<file path="src/core/ubd_consts.svh">
`ifndef UBD_CONSTS_SVH
`define UBD_CONSTS_SVH
// Register offsets within a bank
`define UBD_OFF_DIV_LOW     3'h0
`define UBD_OFF_DIV_HIGH    3'h1
`define UBD_OFF_EXT_ONE     3'h2
`define UBD_OFF_EXT_TWO     3'h4
// Bank numbers
`define UBD_BANK_LEGACY     3'h1
`define UBD_BANK_EXT        3'h2
// Extended control one fields
`define UBD_X1_EXT          0
`define UBD_X1_FAIR         1
`define UBD_X1_THR          2
`define UBD_X1_SWAP         3
`define UBD_X1_LOOP         4
`define UBD_X1_ETD          5
`define UBD_X1_BAUD_TEST_ROUTE        7
`define UBD_X1_RESET        8'h00
// Extended control two fields
`define UBD_X2_LOCK         7
`define UBD_X2_RESET        8'h00
// Fallback clear masks (1 = bit kept)
`define UBD_KEEP_MCR_EXT    8'h03
`define UBD_KEEP_X1_EXT     8'h5E
`define UBD_KEEP_X1_NEXT    8'h5F
`define UBD_KEEP_X2         8'hC0
`define UBD_KEEP_IR1_EXT    8'hF3
// Prescale codes
`define UBD_PRE_13          2'h0
`define UBD_PRE_1625        2'h1
`define UBD_PRE_1           2'h3
// DMA thresholds
`define UBD_TH_RX0          6'h04
`define UBD_TH_TX16_0       6'h0D
`define UBD_TH_TX32_0       6'h1D
`define UBD_TH_RX1          6'h0A
`define UBD_TH_TX16_1       6'h07
`define UBD_TH_TX32_1       6'h17
// Timing
`define UBD_CLK_MHZ         25
`define UBD_FAIR_NS         10500
`define UBD_FAIR_CYC        ((`UBD_FAIR_NS * `UBD_CLK_MHZ) / 1000)
`endif

</file>
<file path="src/core/ubd_pkg.sv">
package ubd_pkg;
   typedef struct packed {
      logic [2:0] addr;
      logic [7:0] wdata;
      logic       wr;
      logic       rd;
   } ubd_bus_t;

   typedef struct packed {
      logic dtr;
      logic rts;
      logic out1;
      logic out2;
   } ubd_modem_t;

   typedef struct packed {
      logic [15:0] divisor;
      logic [15:0] baud_cnt;
      logic [3:0]  bit_cnt;
      logic [5:0]  pre_cnt;
      logic [7:0]  modem_control;
      logic [7:0]  ext_one;
      logic [7:0]  ext_two;
      logic [7:0]  ir_one;
      logic [7:0]  scratch_low;
      logic [7:0]  scratch_high;
      logic [7:0]  rdata;
      logic [8:0]  fair_cnt;
      logic        fair_block;
      logic        baud_x16;
      logic        bit_tick;
      logic        fallback;
      logic        tx_ser;
      logic        ir_tx;
      logic        dtr_pin;
      logic        rts_pin;
      logic        rx_ser;
      logic        ir_rx;
      logic [3:0]  msts;
      logic        ms_irq_ok;
      logic        txdrq_a;
      logic        rxdrq_a;
      logic        txdack;
      logic        rxdack;
      logic        txdrq_b;
      logic        rxdrq_b;
   } ubd_state_t;
endpackage

</file>
<file path="src/core/ubd_core.sv">
// Notes on behaviour
// (RULE1) Prescale 24 MHz by 13, 1.625 or 1
// (RULE2) Divisor gives x16 clock, then divide 16
// (RULE3) Software programs nonzero divisor at init
// (RULE4) Divisor byte write reloads baud counter
// (RULE5) Divisor reset value is left undefined; the code resets it to 0001
// (RULE6) Legacy divisor access forces fallback mode
// (RULE7) Locked non-extended legacy access has no effect
// (RULE8) Extended fallback clears listed control bits
// (RULE9) Non-extended fallback clears fewer bits
// (RULE10) Bank 2 divisor never changes mode
// (RULE11) Bank 2 high write changes rate immediately
// (RULE12) Control one resets zero; bit0 extended
// (RULE13) Fairness: timeout or full/empty drop
// (RULE14) DMA requests follow FIFO thresholds
// (RULE15) Threshold select picks documented levels
// (RULE16) Swap bit exchanges DMA routing
// (RULE17) Loopback ties transmitter to receiver
// (RULE18) Extended loopback drives status from controls
// (RULE19) Loopback idles serial outputs unless enabled
// (RULE20) Loopback disconnects external inputs
// (RULE21) Infrared loopback gates modem status interrupts
// (RULE22) Baud test routes clock to DTR pin
// (RULE23) Lock bit redirects legacy ports to scratch
// (RULE24) Prescale code 00/01/11 selects factor
`include "ubd_consts.svh"

module ubd_core
   import ubd_pkg::*;
#(
   parameter int FAIR_CYCLES = `UBD_FAIR_CYC
) (
   // Clock and reset
   input  wire logic       clk_i,
   input  wire logic       reset_i,
   // Prescaler source enable, one pulse per 24 MHz tick
   input  wire logic       ref_tick_i,
   // Register port
   input  wire logic [2:0] bank_i,
   input  wire ubd_bus_t   bus_i,
   output logic [7:0]      rdata_o,
   // Other control registers of the port
   input  wire logic [7:0] mcr_i,
   input  wire logic       mcr_wr_i,
   input  wire logic [7:0] ir_one_i,
   input  wire logic       ir_one_wr_i,
   input  wire logic       ir_mode_i,
   input  wire logic       ir_mssel_i,
   output logic [7:0]      mcr_o,
   output logic [7:0]      ext_one_o,
   output logic [7:0]      ext_two_o,
   output logic [7:0]      ir_one_o,
   output logic            fallback_o,
   // Baud generation
   output logic            baud_x16_clock_o,
   output logic            bit_tick_o,
   // Serial side, pins
   input  wire logic       rx_pin_i,
   input  wire logic       ir_rx_pin_i,
   input  wire logic [3:0] msts_pin_i,
   input  wire logic       tx_data_i,
   input  wire logic       ir_tx_data_i,
   output logic            tx_pin_o,
   output logic            ir_tx_pin_o,
   output logic            dtr_pin_o,
   output logic            rts_pin_o,
   // Receiver and modem status to internal logic
   output logic            rx_data_o,
   output logic            ir_rx_data_o,
   output logic [3:0]      msts_o,
   output logic            ms_irq_ok_o,
   // DMA
   input  wire logic [5:0] tx_level_i,
   input  wire logic [5:0] rx_level_i,
   input  wire logic       tx_fifo32_i,
   input  wire logic       rx_timeout_i,
   input  wire logic       dack_a_i,
   input  wire logic       dack_b_i,
   output logic            drq_a_o,
   output logic            drq_b_o,
   output logic            tx_dack_o,
   output logic            rx_dack_o
);

   ////////////////////////////////////////////////////////////////////////////
   ubd_state_t state;
   ubd_state_t next_state;
   logic       rx_meta;
   logic       irrx_meta;
   logic [3:0] ms_meta;
   logic       rx_sync;
   logic       irrx_sync;
   logic [3:0] ms_sync;

   // Two-stage synchronisers for pin inputs
   always_ff @(posedge clk_i or posedge reset_i) begin
      if (reset_i) begin
         rx_meta   <= 1'b1;
         irrx_meta <= 1'b0;
         ms_meta   <= 4'h0;
         rx_sync   <= 1'b1;
         irrx_sync <= 1'b0;
         ms_sync   <= 4'h0;
      end else begin
         rx_meta   <= rx_pin_i;
         irrx_meta <= ir_rx_pin_i;
         ms_meta   <= msts_pin_i;
         rx_sync   <= rx_meta;
         irrx_sync <= irrx_meta;
         ms_sync   <= ms_meta;
      end
   end

   ////////////////////////////////////////////////////////////////////////////
   logic       ext_mode;
   logic       locked;
   logic       loop_on;
   logic       legacy_hit;
   logic       alt_hit;
   logic       div_wr;
   logic       pre_tick;
   logic       tx_req;
   logic       rx_req;
   logic       tx_stop;
   logic       rx_stop;
   logic [5:0] tx_th;
   logic [5:0] rx_th;
   logic [5:0] pre_lim;
   logic [5:0] pre_inc;
   logic [15:0] new_div;

   always_comb begin
      next_state = state;
      ext_mode   = state.ext_one[`UBD_X1_EXT];
      locked     = state.ext_two[`UBD_X2_LOCK];
      // (RULE17) Loopback storage shared
      loop_on    = ext_mode ? state.ext_one[`UBD_X1_LOOP] : state.modem_control[4];
      legacy_hit = (bank_i == `UBD_BANK_LEGACY) && (bus_i.wr || bus_i.rd)
                   && (bus_i.addr == `UBD_OFF_DIV_LOW || bus_i.addr == `UBD_OFF_DIV_HIGH);
      alt_hit    = (bank_i == `UBD_BANK_EXT) && (bus_i.wr || bus_i.rd)
                   && (bus_i.addr == `UBD_OFF_DIV_LOW || bus_i.addr == `UBD_OFF_DIV_HIGH);
      next_state.fallback = 1'b0;
      next_state.rdata    = 8'h00;
      new_div  = state.divisor;
      div_wr   = 1'b0;

      if (mcr_wr_i) begin
         next_state.modem_control = mcr_i;
      end
      if (ir_one_wr_i) begin
         next_state.ir_one = ir_one_i;
      end

      // Register reads
      if (bus_i.rd) begin
         if (bank_i == `UBD_BANK_EXT) begin
            case (bus_i.addr)
               `UBD_OFF_DIV_LOW:  next_state.rdata = state.divisor[7:0];
               `UBD_OFF_DIV_HIGH: next_state.rdata = state.divisor[15:8];
               `UBD_OFF_EXT_ONE:  next_state.rdata = state.ext_one;
               `UBD_OFF_EXT_TWO:  next_state.rdata = state.ext_two;
               default:           next_state.rdata = 8'h00;
            endcase
         end else if (legacy_hit) begin
            // (RULE23) Scratch overlay when locked
            if (!ext_mode && locked) begin
               next_state.rdata = (bus_i.addr == `UBD_OFF_DIV_LOW) ?
                                  state.scratch_low : state.scratch_high;
            end else begin
               next_state.rdata = (bus_i.addr == `UBD_OFF_DIV_LOW) ?
                                  state.divisor[7:0] : state.divisor[15:8];
            end
         end
      end

      // Register writes
      if (bus_i.wr) begin
         if (bank_i == `UBD_BANK_EXT) begin
            case (bus_i.addr)
               // (RULE10) Alternate divisor port
               `UBD_OFF_DIV_LOW: begin
                  new_div[7:0] = bus_i.wdata;
                  div_wr       = 1'b1;
               end
               // (RULE11) High byte takes effect now
               `UBD_OFF_DIV_HIGH: begin
                  new_div[15:8] = bus_i.wdata;
                  div_wr        = 1'b1;
               end
               // (RULE12) Extended select and controls
               `UBD_OFF_EXT_ONE: next_state.ext_one = bus_i.wdata;
               `UBD_OFF_EXT_TWO: next_state.ext_two = bus_i.wdata & 8'hBF;
               default: ;
            endcase
         end else if (legacy_hit) begin
            // (RULE7) Locked legacy write hits scratch only
            if (!ext_mode && locked) begin
               if (bus_i.addr == `UBD_OFF_DIV_LOW) begin
                  next_state.scratch_low = bus_i.wdata;
               end else begin
                  next_state.scratch_high = bus_i.wdata;
               end
            end else if (bus_i.addr == `UBD_OFF_DIV_LOW) begin
               new_div[7:0] = bus_i.wdata;
               div_wr       = 1'b1;
            end else begin
               new_div[15:8] = bus_i.wdata;
               div_wr        = 1'b1;
            end
         end
      end
      if (loop_on && !ext_mode) begin
         next_state.ext_one[`UBD_X1_LOOP] = next_state.modem_control[4];
      end

      // (RULE6) Legacy access falls back
      if (legacy_hit && (ext_mode || !locked)) begin
         next_state.fallback = 1'b1;
         if (ext_mode) begin
            // (RULE8) Extended fallback clears
            next_state.modem_control     = next_state.modem_control & `UBD_KEEP_MCR_EXT;
            next_state.ext_one = next_state.ext_one & `UBD_KEEP_X1_EXT;
            next_state.ir_one  = next_state.ir_one & `UBD_KEEP_IR1_EXT;
         end else begin
            // (RULE9) Non-extended fallback clears
            next_state.ext_one = next_state.ext_one & `UBD_KEEP_X1_NEXT;
         end
         next_state.ext_two = next_state.ext_two & `UBD_KEEP_X2;
      end

      // (RULE4) Reload counter on divisor write
      next_state.divisor = new_div;

      // (RULE24) Prescale factor decode
      case (state.ext_two[5:4])
         `UBD_PRE_13:   pre_lim = 6'h0D;
         `UBD_PRE_1625: pre_lim = 6'h0D;
         default:       pre_lim = 6'h01;
      endcase
      // (RULE1) 1.625 is thirteen eighths: add 8, wrap at 13
      pre_inc  = (state.ext_two[5:4] == `UBD_PRE_1625) ? 6'h08 : 6'h01;
      pre_tick = 1'b0;
      if (ref_tick_i) begin
         if (state.pre_cnt + pre_inc >= pre_lim) begin
            next_state.pre_cnt = 6'((state.pre_cnt + pre_inc) - pre_lim);
            pre_tick           = 1'b1;
         end else begin
            next_state.pre_cnt = state.pre_cnt + pre_inc;
         end
      end
      // (RULE2) Divisor then divide by 16
      next_state.baud_x16 = 1'b0;
      next_state.bit_tick = 1'b0;
      if (div_wr) begin
         next_state.baud_cnt = new_div;
      end else if (pre_tick) begin
         if (state.baud_cnt <= 16'h0001) begin
            next_state.baud_cnt = state.divisor;
            next_state.baud_x16 = 1'b1;
            next_state.bit_cnt  = state.bit_cnt + 4'h1;
            next_state.bit_tick = (state.bit_cnt == 4'hF);
         end else begin
            next_state.baud_cnt = state.baud_cnt - 16'h0001;
         end
      end

      // (RULE19) Serial outputs in loopback
      if (loop_on && !state.ext_one[`UBD_X1_ETD]) begin
         next_state.tx_ser = 1'b1;
         next_state.ir_tx  = 1'b0;
      end else begin
         next_state.tx_ser = tx_data_i;
         next_state.ir_tx  = ir_tx_data_i;
      end
      // (RULE22) Baud test on DTR
      next_state.dtr_pin = state.ext_one[`UBD_X1_BAUD_TEST_ROUTE] ? state.baud_x16
                           : !(state.modem_control[0] && !loop_on);
      next_state.rts_pin = !(state.modem_control[1] && !loop_on);

      // (RULE17) Receiver fed from transmitter
      // (RULE20) External inputs cut off
      if (loop_on) begin
         next_state.rx_ser = tx_data_i;
         next_state.ir_rx  = ir_tx_data_i;
         // (RULE18) Extended status mapping: cts,dsr,ri,dcd
         if (ext_mode) begin
            next_state.msts = {state.modem_control[1], state.modem_control[0], state.modem_control[0], state.modem_control[1]};
         end else begin
            next_state.msts = {state.modem_control[1], state.modem_control[0], state.modem_control[2], state.modem_control[3]};
         end
      end else begin
         next_state.rx_ser = rx_sync;
         next_state.ir_rx  = irrx_sync;
         next_state.msts   = ~ms_sync;
      end
      // (RULE21) IR loopback status interrupt gate
      next_state.ms_irq_ok = !(loop_on && ir_mode_i && ir_mssel_i);

      // (RULE15) Threshold levels
      if (state.ext_one[`UBD_X1_THR]) begin
         rx_th = `UBD_TH_RX1;
         tx_th = tx_fifo32_i ? `UBD_TH_TX32_1 : `UBD_TH_TX16_1;
      end else begin
         rx_th = `UBD_TH_RX0;
         tx_th = tx_fifo32_i ? `UBD_TH_TX32_0 : `UBD_TH_TX16_0;
      end
      // (RULE14) Threshold requests
      tx_req = tx_level_i < tx_th;
      rx_req = (rx_level_i >= rx_th) || rx_timeout_i;
      // (RULE13) Fairness timing or full/empty
      tx_stop = tx_level_i >= (tx_fifo32_i ? 6'd32 : 6'd16);
      rx_stop = rx_level_i == 6'd0;
      if (!state.ext_one[`UBD_X1_FAIR]) begin
         tx_stop = state.fair_block;
         rx_stop = state.fair_block;
         if ((state.txdrq_a || state.rxdrq_a) && !state.fair_block) begin
            if (32'(state.fair_cnt) + 1 >= FAIR_CYCLES) begin
               next_state.fair_block = 1'b1;
            end
            next_state.fair_cnt = state.fair_cnt + 9'd1;
         end else begin
            next_state.fair_cnt   = 9'd0;
            next_state.fair_block = 1'b0;
         end
      end else begin
         next_state.fair_cnt   = 9'd0;
         next_state.fair_block = 1'b0;
      end
      next_state.txdrq_a = tx_req && !tx_stop;
      next_state.rxdrq_a = rx_req && !rx_stop;
      // (RULE16) Swap routing
      if (state.ext_one[`UBD_X1_SWAP]) begin
         next_state.txdrq_b = state.rxdrq_a;
         next_state.rxdrq_b = state.txdrq_a;
         next_state.txdack  = dack_b_i;
         next_state.rxdack  = dack_a_i;
      end else begin
         next_state.txdrq_b = state.txdrq_a;
         next_state.rxdrq_b = state.rxdrq_a;
         next_state.txdack  = dack_a_i;
         next_state.rxdack  = dack_b_i;
      end
   end

   ////////////////////////////////////////////////////////////////////////////
   // (RULE5) Divisor reset value fixed at 0001
   always_ff @(posedge clk_i or posedge reset_i) begin
      if (reset_i) begin
         state         <= '0;
         state.divisor <= 16'h0001;
         state.tx_ser  <= 1'b1;
         state.dtr_pin <= 1'b1;
         state.rts_pin <= 1'b1;
         state.rx_ser  <= 1'b1;
      end else begin
         state <= next_state;
      end
   end

   assign rdata_o          = state.rdata;
   assign mcr_o            = state.modem_control;
   assign ext_one_o        = state.ext_one;
   assign ext_two_o        = state.ext_two;
   assign ir_one_o         = state.ir_one;
   assign fallback_o       = state.fallback;
   assign baud_x16_clock_o = state.baud_x16;
   assign bit_tick_o       = state.bit_tick;
   assign tx_pin_o         = state.tx_ser;
   assign ir_tx_pin_o      = state.ir_tx;
   assign dtr_pin_o        = state.dtr_pin;
   assign rts_pin_o        = state.rts_pin;
   assign rx_data_o        = state.rx_ser;
   assign ir_rx_data_o     = state.ir_rx;
   assign msts_o           = state.msts;
   assign ms_irq_ok_o      = state.ms_irq_ok;
   assign drq_a_o          = state.txdrq_b;
   assign drq_b_o          = state.rxdrq_b;
   assign tx_dack_o        = state.txdack;
   assign rx_dack_o        = state.rxdack;

endmodule // ubd_core

</file>
<file path="config.mk">
export PLATFORM = sky130hd
export DESIGN_NAME = ubd_core
export DESIGN_NICKNAME = d
export VERILOG_FILES = /design/src/core/ubd_pkg.sv /design/src/core/ubd_core.sv
export VERILOG_INCLUDE_DIRS = /design/src /design/src/core
export SDC_FILE = /design/constraint.sdc
export NUM_CORES = 1
export LEC_CHECK = 0
export ABC_AREA = 1
export BUFFER_PORTS_ARGS = -buffer_cell sky130_fd_sc_hd__buf_2
export CORE_MARGIN = 2
export CORE_UTILIZATION = 30
export DETAILED_ROUTE_END_ITERATION = 6
export PLACE_DENSITY_LB_ADDON = 0.25
export SYNTH_ARGS = -nofsm -noshare
export SYNTH_HDL_FRONTEND = slang
export SYNTH_SLANG_ARGS = --single-unit
</file>
<file path="constraint.sdc">
create_clock -name clk_i -period 4 [get_ports clk_i]
set_clock_uncertainty 0.15 [all_clocks]
set_input_delay 0.2 -clock clk_i [delete_from_list [all_inputs] [get_ports clk_i]]
set_output_delay 0.2 -clock clk_i [all_outputs]
set_load 0.05 [all_outputs]
</file>
==> metrics.cfg, run 1 <==
[logic_synthesis]
synth_top_area_share=0.433
synth_area_per_cell_um2=8.23
synth-seq-cells=139
synth_enable_flop_cells=0
synthesis.area_mm2=0.00763
ys_warn_count=0
synth_area_leader_cell=dfrtp_1
yosys-top-cells-area=dfrtp_1, nand2_1, nand3_1
synthArstFlopShare=1.00
synth_cell_type_count=49
netlist_instances=928
yosysMostFrequentCell=nand2_1
synth-main-ff-cell=dfrtp_1
synth-seq-area-share=0.457
synthTopCellsByCount=nand2_1, dfrtp_1, inv_1
syn_nets=1012

[worst_setup_path]
endpoint_kind=flip-flop
r2r_end=state[106]
critPathKind=flip-flop to flip-flop
critical_path_required_ns=4.15
crit_arrival_ns=3.42
start_kind=flip-flop
ff2ff_setup_slack_ns=0.73
cp_max_fo=22
timing.rr.start=ext_two_o[5]
worstSetupStartpoint=ext_two_o[5]
ff2ff_path_depth=14
endpoint=state[106]

[run_status]
outcome=finished, final reports clean

[detailed_routing]
ant_nets=0
wire_per_inst_um=14.9
wirelength_um=20600
drc=0
first_pass_iters=5
viasPerCell=4.65
vias=6429
first_iter_violations=398

[flow_run]
cap_violations=0

[placed_design]
dp_slack_ns=0.743
gp_congestion=0.819
io_buffer_count=119
dp.final_hpwl_um=15300

[timing]
period_needed_ns=3.27
slew_violations=0
slew_headroom=0.371
rsz0062_at_grt=false
hold_viol_final=0
fin_crit_sh=0.819
setup-violations-final=0
tightest_slew_ns=0.943
fmax_mhz=305
tns_ns=0
setup_ws_ns=0.725

[min_path]
worstHoldPathType=input pin to flip-flop

[floorplanning]
floorplan.initialDensity=0.304
die_x_um=164
dieArea_mm2=0.0267
io_pins=121
core_mm2=0.0251
rows=58
die_y_um=164

[global_routing]
grt_pass1_vias=6233
overflow=0
grt_antenna_before_repair=0
grt_first_pass_wirelength_um=32800
grt_usage=0.158
grt_max_degree=74

[clocking]
cts_tree=done
clock_sink_count=139
cts-htree-levels=4
clockRootBuffer=clkbuf_16
path_clk_slew_ns=0.07
cts_buffer_depth=2
cts_resized=0
worstSkewPairLatency_ns=0.43
cts_made_buffers=17

[layout]
layout.nets=1123
area_delta_synth_final_pct=20.4
fillers=2601
drive_above_1_share=0.218
multi_input_area_mm2=0.00324
n_antenna_cell=0
seqCellArea_mm2=0.00349

[power_and_ir_drop]
ir_drop_mv=0.247
power.total_w=0.00552
p_per_area_mw_per_mm2=600
p_leak_nw=4.61

## stage by stage
step / area (um^2) / hold slack, ns / util / cells
6_report: 9190 / 0.00674 / 0.366 / 1382
5_1_grt: 9190 / 0.0113 / 0.366 / 1382
4_1_cts: 9190 / 0.00152 / 0.366 / 1382
3_5_place_dp: 8210 / 0.126 / 0.327 / 1312
3_3_place_gp: 8210 / 0.123 / 0.327 / 1312
2_1_floorplan: 7640 / 0.0545 / - / 928
## worst max-delay path: stages (launching register included)
cell	delay [ns]
dfrtp_1	0.45
nor2_1	0.18
inv_1	0.08
ha_1	0.20
nand3_1	0.13
xnor2_1	0.17
ha_1	0.33
a21oi_1	0.19
nand3_1	0.11
nor2_1	0.14
nand2_2	0.12
nand2_1	0.62
inv_1	0.09
nand3_1	0.11
nand3_1	0.08
## repair_timing
| item | CTS | global route |
|---|---|---|
| buffers inserted | 0 | 0 |
| endpoints found under the setup margin | 0 | 0 |
| hold buffers | 38 | 0 |
| hold endpoints to repair | 66 | 0 |
## report_power, final
part	total, W	leakage (nW)	internal (W)	switching, W
clock network	0.00162	0.293	0.000943	0.000682
logic	0.00198	2.59	0.000653	0.00133
registers	0.00191	1.73	0.00168	0.000231
## worst min-delay path by stage
stage                  start           to  slack (ns)  depth (start not counted)
3_5_place_dp         reset_i      drq_b_o        0.13                          2
2_1_floorplan       rx_pin_i      rx_meta        0.05                          0
4_1_cts        rx_level_i[5]     state[4]       0.002                          4
3_3_place_gp         reset_i      drq_b_o        0.12                          2
5_1_grt          ir_one_wr_i  ir_one_o[7]        0.01                          2
6_report            bus_i[4]    state[40]       0.007                          3
## per-layer routing
layer | vias up | GRT usage | part of all wire
li1 | 3193 | - | -
met1 | 3068 | 0.197 | 0.45
met2 | 144 | 0.273 | 0.49
met3 | 24 | 0.0343 | 0.046
met4 | 0 | 0.0474 | 0.015
met5 | - | 0 | 0
## sequential cells by signal, indices dropped and copies added, names as in the netlist, 7 cells and up
name and flops:
ext_one_o 8, ir_one_o 8, ext_two_o 7, mcr_o 8, rdata_o 8, state 70
## final cells by class
class                      instances  share of cell area
clock buffer                      17              0.0463
multi-input combinational        605               0.352
timing repair buffer             160               0.110
sequential                       139               0.379
inverter                         116              0.0482
clock inverter                    15              0.0193
tap                              330              0.0449
## cell families after synthesis
logic type | count (synthesis) | share of synthesized area
AO/OA/AOI/OAI | 135 | 0.107
XOR/XNOR | 19 | 0.0218
adder cells (fa/ha/maj) | 21 | 0.0344
buffers and inverters | 184 | 0.119
flip-flops | 139 | 0.457
multiplexers | 15 | 0.0221
other | 1 | 0.000491
AND/OR/NAND/NOR | 414 | 0.238
## cell usage in the layout, fill, tap and decap left out, types with 5 or more instances in the layout
cell	n
a21oi_1	26
buf_2	119
clkbuf_16	17
dfrtp_1	132
dfstp_2	7
dlygate4sd3_1	38
ha_1	21
inv_1	108
mux2_2	15
nand2_1	210
nand2_2	13
nand3_1	88
nand4_1	5
nor2_1	69
nor2_2	5
nor3_1	8
o21ai_0	50
o21ai_1	5
o21ai_2	16
o22ai_1	14
o31ai_1	7
xnor2_1	5
xor2_1	14
Note: power is estimated with default switching activity, not from simulation.
==> run 2: changes to the inputs <==
==> constraint.sdc (replaced) <==
create_clock -name clk_i -period 2.8 [get_ports clk_i]
set_clock_uncertainty 0.15 [all_clocks]
set_input_delay 0.14 -clock clk_i [delete_from_list [all_inputs] [get_ports clk_i]]
set_output_delay 0.14 -clock clk_i [all_outputs]
set_load 0.05 [all_outputs]
==> run 2 against run 1 <==
Maximum frequency up 23%. Count of clock-buffer cells in the layout rose by 1. Final cell count rose by 2.0%. Total power up 49%. Clock power increased by 52%. Critical path depth is the same. Non-clock buffer count grew 28. First-iteration DRC count decreased by 11%.
==> metrics.cfg, run 2 (synthesis gave the netlist of run 1 again) <==
[clocking]
clock_sink_count=139
cts_made_buffers=17
clockRootBuffer=clkbuf_16
path_clk_slew_ns=0.06
cts_buffer_depth=2
cts_tree=done
worstSkewPairLatency_ns=0.43
cts-htree-levels=4

[floorplanning]
die_y_um=164
floorplan.initialDensity=0.304
io_pins=121
die_x_um=164
dieArea_mm2=0.0267
core_mm2=0.0251
rows=58

[worst_setup_path]
cpMostUsedCell=ha_1
critPathKind=flip-flop to flip-flop
cp_max_fo=14
crit_chain=nor2_2 -> inv_1 -> ha_1 -> ha_1 -> xor2_1 -> ha_1 -> nand3b_1 -> nand3_2 -> nor2_2 -> nand2_2 -> nand3_4 -> inv_4 -> nand3_1 -> nand3_1
ff2ff_path_depth=14
ff2ff_setup_slack_ns=0.14
crit_arrival_ns=2.82
critical_path_required_ns=2.96
worst-path-buf-inv=2
slowest_delay_ns=0.39
timing.rr.start=ext_two_o[5]
crit_family=simple AND/OR/NAND/NOR gates
start_kind=flip-flop
worst_path_max_delay_cell=dfrtp_1
r2r_end=state[96]
endpoint_kind=flip-flop
path_depth=14

[timing]
whs_ns=0.0295
slew_headroom=0.435
tightest_slew_ns=0.848
hold_viol_final=0
period_needed_ns=2.66
rsz0062_at_grt=true
slew_violations=0
fin_crit_sh=0.950
fmax_mhz=376
tns_ns=0
setup-violations-final=0

[power_and_ir_drop]
power_frac_seq=0.332
power.total_w=0.00822
p_leak_nw=4.78
ir_drop_mv=0.362
power_switching_w=0.00320
p_comb_frac=0.368
sw_frac_of_total=0.390
p_int_w=0.00501
p_per_area_mw_per_mm2=861
clkPwrFrac=0.301

[detailed_routing]
wirelength_um=20400
drc=0
ant_nets=0
first_iter_violations=356
first_pass_iters=5
wire_per_inst_um=14.5
viasPerCell=4.61
vias=6506

[layout]
largest_reg_flops=70
largest-register=state
fin_area_mm2=0.00954
area_delta_synth_final_pct=25.0
layout_commonest_cell=nand2_1
layout_common_cells=nand2_1, dfrtp_1, buf_2
drive_above_1_share=0.231
utilization=0.380
n_antenna_cell=0
layout.nets=1151

[min_path]
hold_path_depth=3
hold_end=state[53]
worstHoldPathType=input pin to flip-flop
min-delay-start=bus_i[9]

[flow_run]
cap_violations=0

[global_routing]
grt_pass1_vias=6320
grt_first_pass_wirelength_um=32700
overflow=0
grt_max_degree=71
grt_antenna_before_repair=0
grt_usage=0.156

[placed_design]
placed_area_mm2=0.00831
io_buffer_count=119
gp_congestion=0.825
dp.final_hpwl_um=15200

[run_status]
outcome=finished, final reports clean

==> run 2: cell count changes in the layout (fill, tap and decap cells not counted), moves of 2 or more <==
cell and change:
bufinv_16 +2, buf_4 +12, clkinvlp_4 -2, nor2_2 +2, dlygate4sd3_1 +15, inv_8 -3, nor2_1 -2
==> run 2: layout make-up <==
cell class	count	area [um^2]
repair buffers	188	1260
inverters	116	445
well taps	330	413
multi-input cells	605	3290
flip-flops and latches	139	3490
fillers	2605	15600
clock inverters	14	206
clock buffers	18	439
==> run 2: worst register-to-register path: stages, from the launching register on <==
cell and delay (ns):
dfrtp_1 0.39, nor2_2 0.14, inv_1 0.07, ha_1 0.18, ha_1 0.19, xor2_1 0.16, ha_1 0.33, nand3b_1 0.17
nand3_2 0.13, nor2_2 0.14, nand2_2 0.11, nand3_4 0.13, inv_4 0.10, nand3_1 0.08, nand3_1 0.07
==> run 2: repair_timing <==
item                                    CTS  global route
gates resized for setup                   0            13
setup buffers                             0             0
hold buffers                             53             0
endpoints found under the setup margin    0            27
hold endpoints to repair                194             0
==> run 2: power by group through the flow <==
stage	combinational [W]	sequential (W)	clock, W
6_report	0.00302	0.00272	0.00247
5_1_grt	0.00339	0.00278	0.00263
4_1_cts	0.00295	0.00273	0.00253
3_5_place_dp	0.00287	0.00276	0
3_3_place_gp	0.00283	0.00276	0
2_1_floorplan	0.00220	0.00279	0
==> run 2: worst max path at each step <==
stage | from | end | slack [ns]
floorplan | ext_two_o[5] | state[105] | 0.24
global placement | ext_two_o[4] | state[109] | 0.11
detailed placement | ext_two_o[5] | state[111] | 0.07
CTS | ext_two_o[5] | state[96] | 0.003
global route | ext_two_o[5] | state[96] | -0.06
finish | ext_two_o[5] | state[96] | 0.14
==> run 2: per-stage QoR <==
step                      setup WS [ns]  cells
final                             0.140   1410
after global routing            -0.0610   1410
after CTS                       0.00337   1410
after detailed placement         0.0727   1325
after global placement            0.114   1325
after floorplan                   0.240    928
==> run 2: per-layer routing <==
metal,share of wire,track usage
met2,0.49,0.267
met5,0,0
met1,0.45,0.198
met3,0.050,0.0307
met4,0.014,0.0526
==> run 3: changes to the inputs <==
--- a/config.mk
+++ b/config.mk
@@ -9,9 +9,10 @@
 export ABC_AREA = 1
 export BUFFER_PORTS_ARGS = -buffer_cell sky130_fd_sc_hd__buf_2
 export CORE_MARGIN = 2
-export CORE_UTILIZATION = 30
+export CORE_UTILIZATION = 52
 export DETAILED_ROUTE_END_ITERATION = 6
 export PLACE_DENSITY_LB_ADDON = 0.25
+export SKIP_LAST_GASP = 1
 export SYNTH_ARGS = -nofsm -noshare
 export SYNTH_HDL_FRONTEND = slang
 export SYNTH_SLANG_ARGS = --single-unit
==> run 3 against run 2 <==
Maximum frequency up 1.2%. Critical endpoint is now state[89]. Highest routed layer unchanged. Largest power group unchanged. Global-route usage up 9.3 points. Non-clock buffer count down 2. Sequential share of layout area up 0.83 points. Hold slack worse by 0.022 ns. Clock power down 6%. Die area down 41%. Combinational power up 3%.
==> metrics.cfg, run 3 (synthesis gave the netlist of run 1 again) <==
[run_status]
outcome=finished, final reports clean

[detailed_routing]
first_pass_iters=5
vias=6616
wire_per_inst_um=15.2
ant_nets=0
drc=0
first_iter_violations=518
wirelength_um=19200
viasPerCell=5.24

[layout]
layout_common_cells=nand2_1, dfrtp_1, buf_2
fin_area_mm2=0.00933
layout.nets=1149
largest_reg_flops=70
layout_commonest_cell=nand2_1
fin_cells=1262
n_antenna_cell=0
area_delta_synth_final_pct=22.2
fillers=1185
largest-register=state
drive_above_1_share=0.227

[worst_setup_path]
critical_path_required_ns=2.96
timing.rr.start=ext_two_o[5]
ff2ff_path_depth=13
critPathKind=flip-flop to flip-flop
crit_arrival_ns=2.78
start_kind=flip-flop
endpoint_kind=flip-flop
worst_path_max_delay_cell=dfrtp_1
cpMostUsedCell=ha_1
cp_max_fo=4
worstSetupStartpoint=ext_two_o[5]
crit_chain=nor2_2 -> inv_1 -> ha_1 -> ha_1 -> xor2_1 -> ha_1 -> nand3b_1 -> nand3_1 -> nor2_2 -> nand2_2 -> buf_4 -> a21oi_1 -> a21oi_1
slowest_delay_ns=0.39

[power_and_ir_drop]
p_leak_nw=4.74
power_switching_w=0.00322
power_frac_seq=0.335
clkPwrFrac=0.282
sw_frac_of_total=0.393
p_comb_frac=0.382
p_int_w=0.00496
ir_drop_mv=0.476
p_per_area_mw_per_mm2=876

[clocking]
path_clk_slew_ns=0.06
cts_tree=done
cts-htree-levels=4
worstSkewPairLatency_ns=0.43
cts_made_buffers=17
clock_sink_count=139
clockRootBuffer=clkbuf_16
cts_buffer_depth=2

[placed_design]
io_buffer_count=119
placed_cells=1172
dp.final_hpwl_um=13300
placed_area_mm2=0.00809
gp_congestion=0.918

[floorplanning]
die_y_um=125
core_mm2=0.0144
io_pins=121
die_x_um=125
dieArea_mm2=0.0157
floorplan.initialDensity=0.529
rows=44

[timing]
hold_viol_final=0
period_needed_ns=2.63
fmax_mhz=380
rsz0062_at_grt=false
fin_crit_sh=0.939
tightest_slew_ns=0.722
slew_violations=0
slew_headroom=0.515
setup-violations-final=0

[global_routing]
grt_pass1_vias=6341
grt_max_degree=127
overflow=0
grt_antenna_before_repair=0
grt_first_pass_wirelength_um=31300
grt_usage=0.250

[min_path]
hold_path_depth=3
worstHoldPathType=input pin to flip-flop
min-delay-start=bus_i[9]

[flow_run]
cap_violations=0

==> run 3: worst paths after layout <==
| path | to | slack (ns) |
|---|---|---|
| worst min register to register | ms_sync[3] | 0.20 |
| min in group asynchronous | drq_b_o | 0.10 |
| max in group asynchronous | state[123] | 1.46 |
| worst min-delay path | state[45] | 0.007 |
| worst max-delay path | state[89] | 0.17 |
| worst max register to register | state[89] | 0.17 |
==> run 3: power groups by stage <==
stage / Clock [W] / Combinational, W / Sequential [W]
floorplan: 0 / 0.00220 / 0.00279
CTS: 0.00233 / 0.00292 / 0.00273
global route: 0.00241 / 0.00348 / 0.00278
finish: 0.00231 / 0.00312 / 0.00274
global placement: 0 / 0.00276 / 0.00275
detailed placement: 0 / 0.00282 / 0.00275
==> run 3: critical path, delay by kind of cell, from the launching register on <==
family | cells | cell delay (ns)
buffers and inverters | 2 | 0.24
AO/OA/AOI/OAI | 2 | 0.25
AND/OR/NAND/NOR | 5 | 0.61
flip-flops | 1 | 0.39
adder cells (fa/ha/maj) | 3 | 0.72
XOR/XNOR | 1 | 0.16
==> run 3: cell type report <==
type,count,area (um^2),area share
inverters,116,445,0.0478
multi-input cells,605,3280,0.352
flip-flops and latches,139,3490,0.374
well taps,184,230,0.0247
clock inverters,14,169,0.0181
repair buffers,186,1280,0.137
clock buffers,18,439,0.0471
==> run 3: per-layer routing <==
metal  part of all wire  track usage  vias up
met5                  0            0        -
li1                   -            -     3246
met2               0.49        0.421      225
met1               0.43        0.322     3116
met4              0.020       0.0869        0
met3              0.057       0.0531       29
==> run 3: timing repair <==
| action | 4_1_cts | 5_1_grt |
|---|---|---|
| endpoints found under the setup margin | 3 | 24 |
| hold buffers | 54 | 0 |
| endpoints found under the hold margin | 78 | 0 |
| cloned | 0 | 1 |
| setup buffers | 0 | 3 |
| pin swaps | 0 | 2 |
| resized for setup | 1 | 8 |
==> run 3: per-stage QoR <==
stage               hold slack [ns]  worst slack, ns  setup TNS, ns   util  power [W]
floorplan                  -0.00552            0.240              0      -    0.00499
global placement            -0.0196            0.114              0  0.561    0.00551
detailed placement          -0.0199       -0.0000511     -0.0000511  0.561    0.00558
CTS                       0.0000974           0.0473              0  0.640    0.00798
global route                 0.0511          0.00924              0  0.647    0.00867
finish                      0.00746            0.171              0  0.647    0.00817
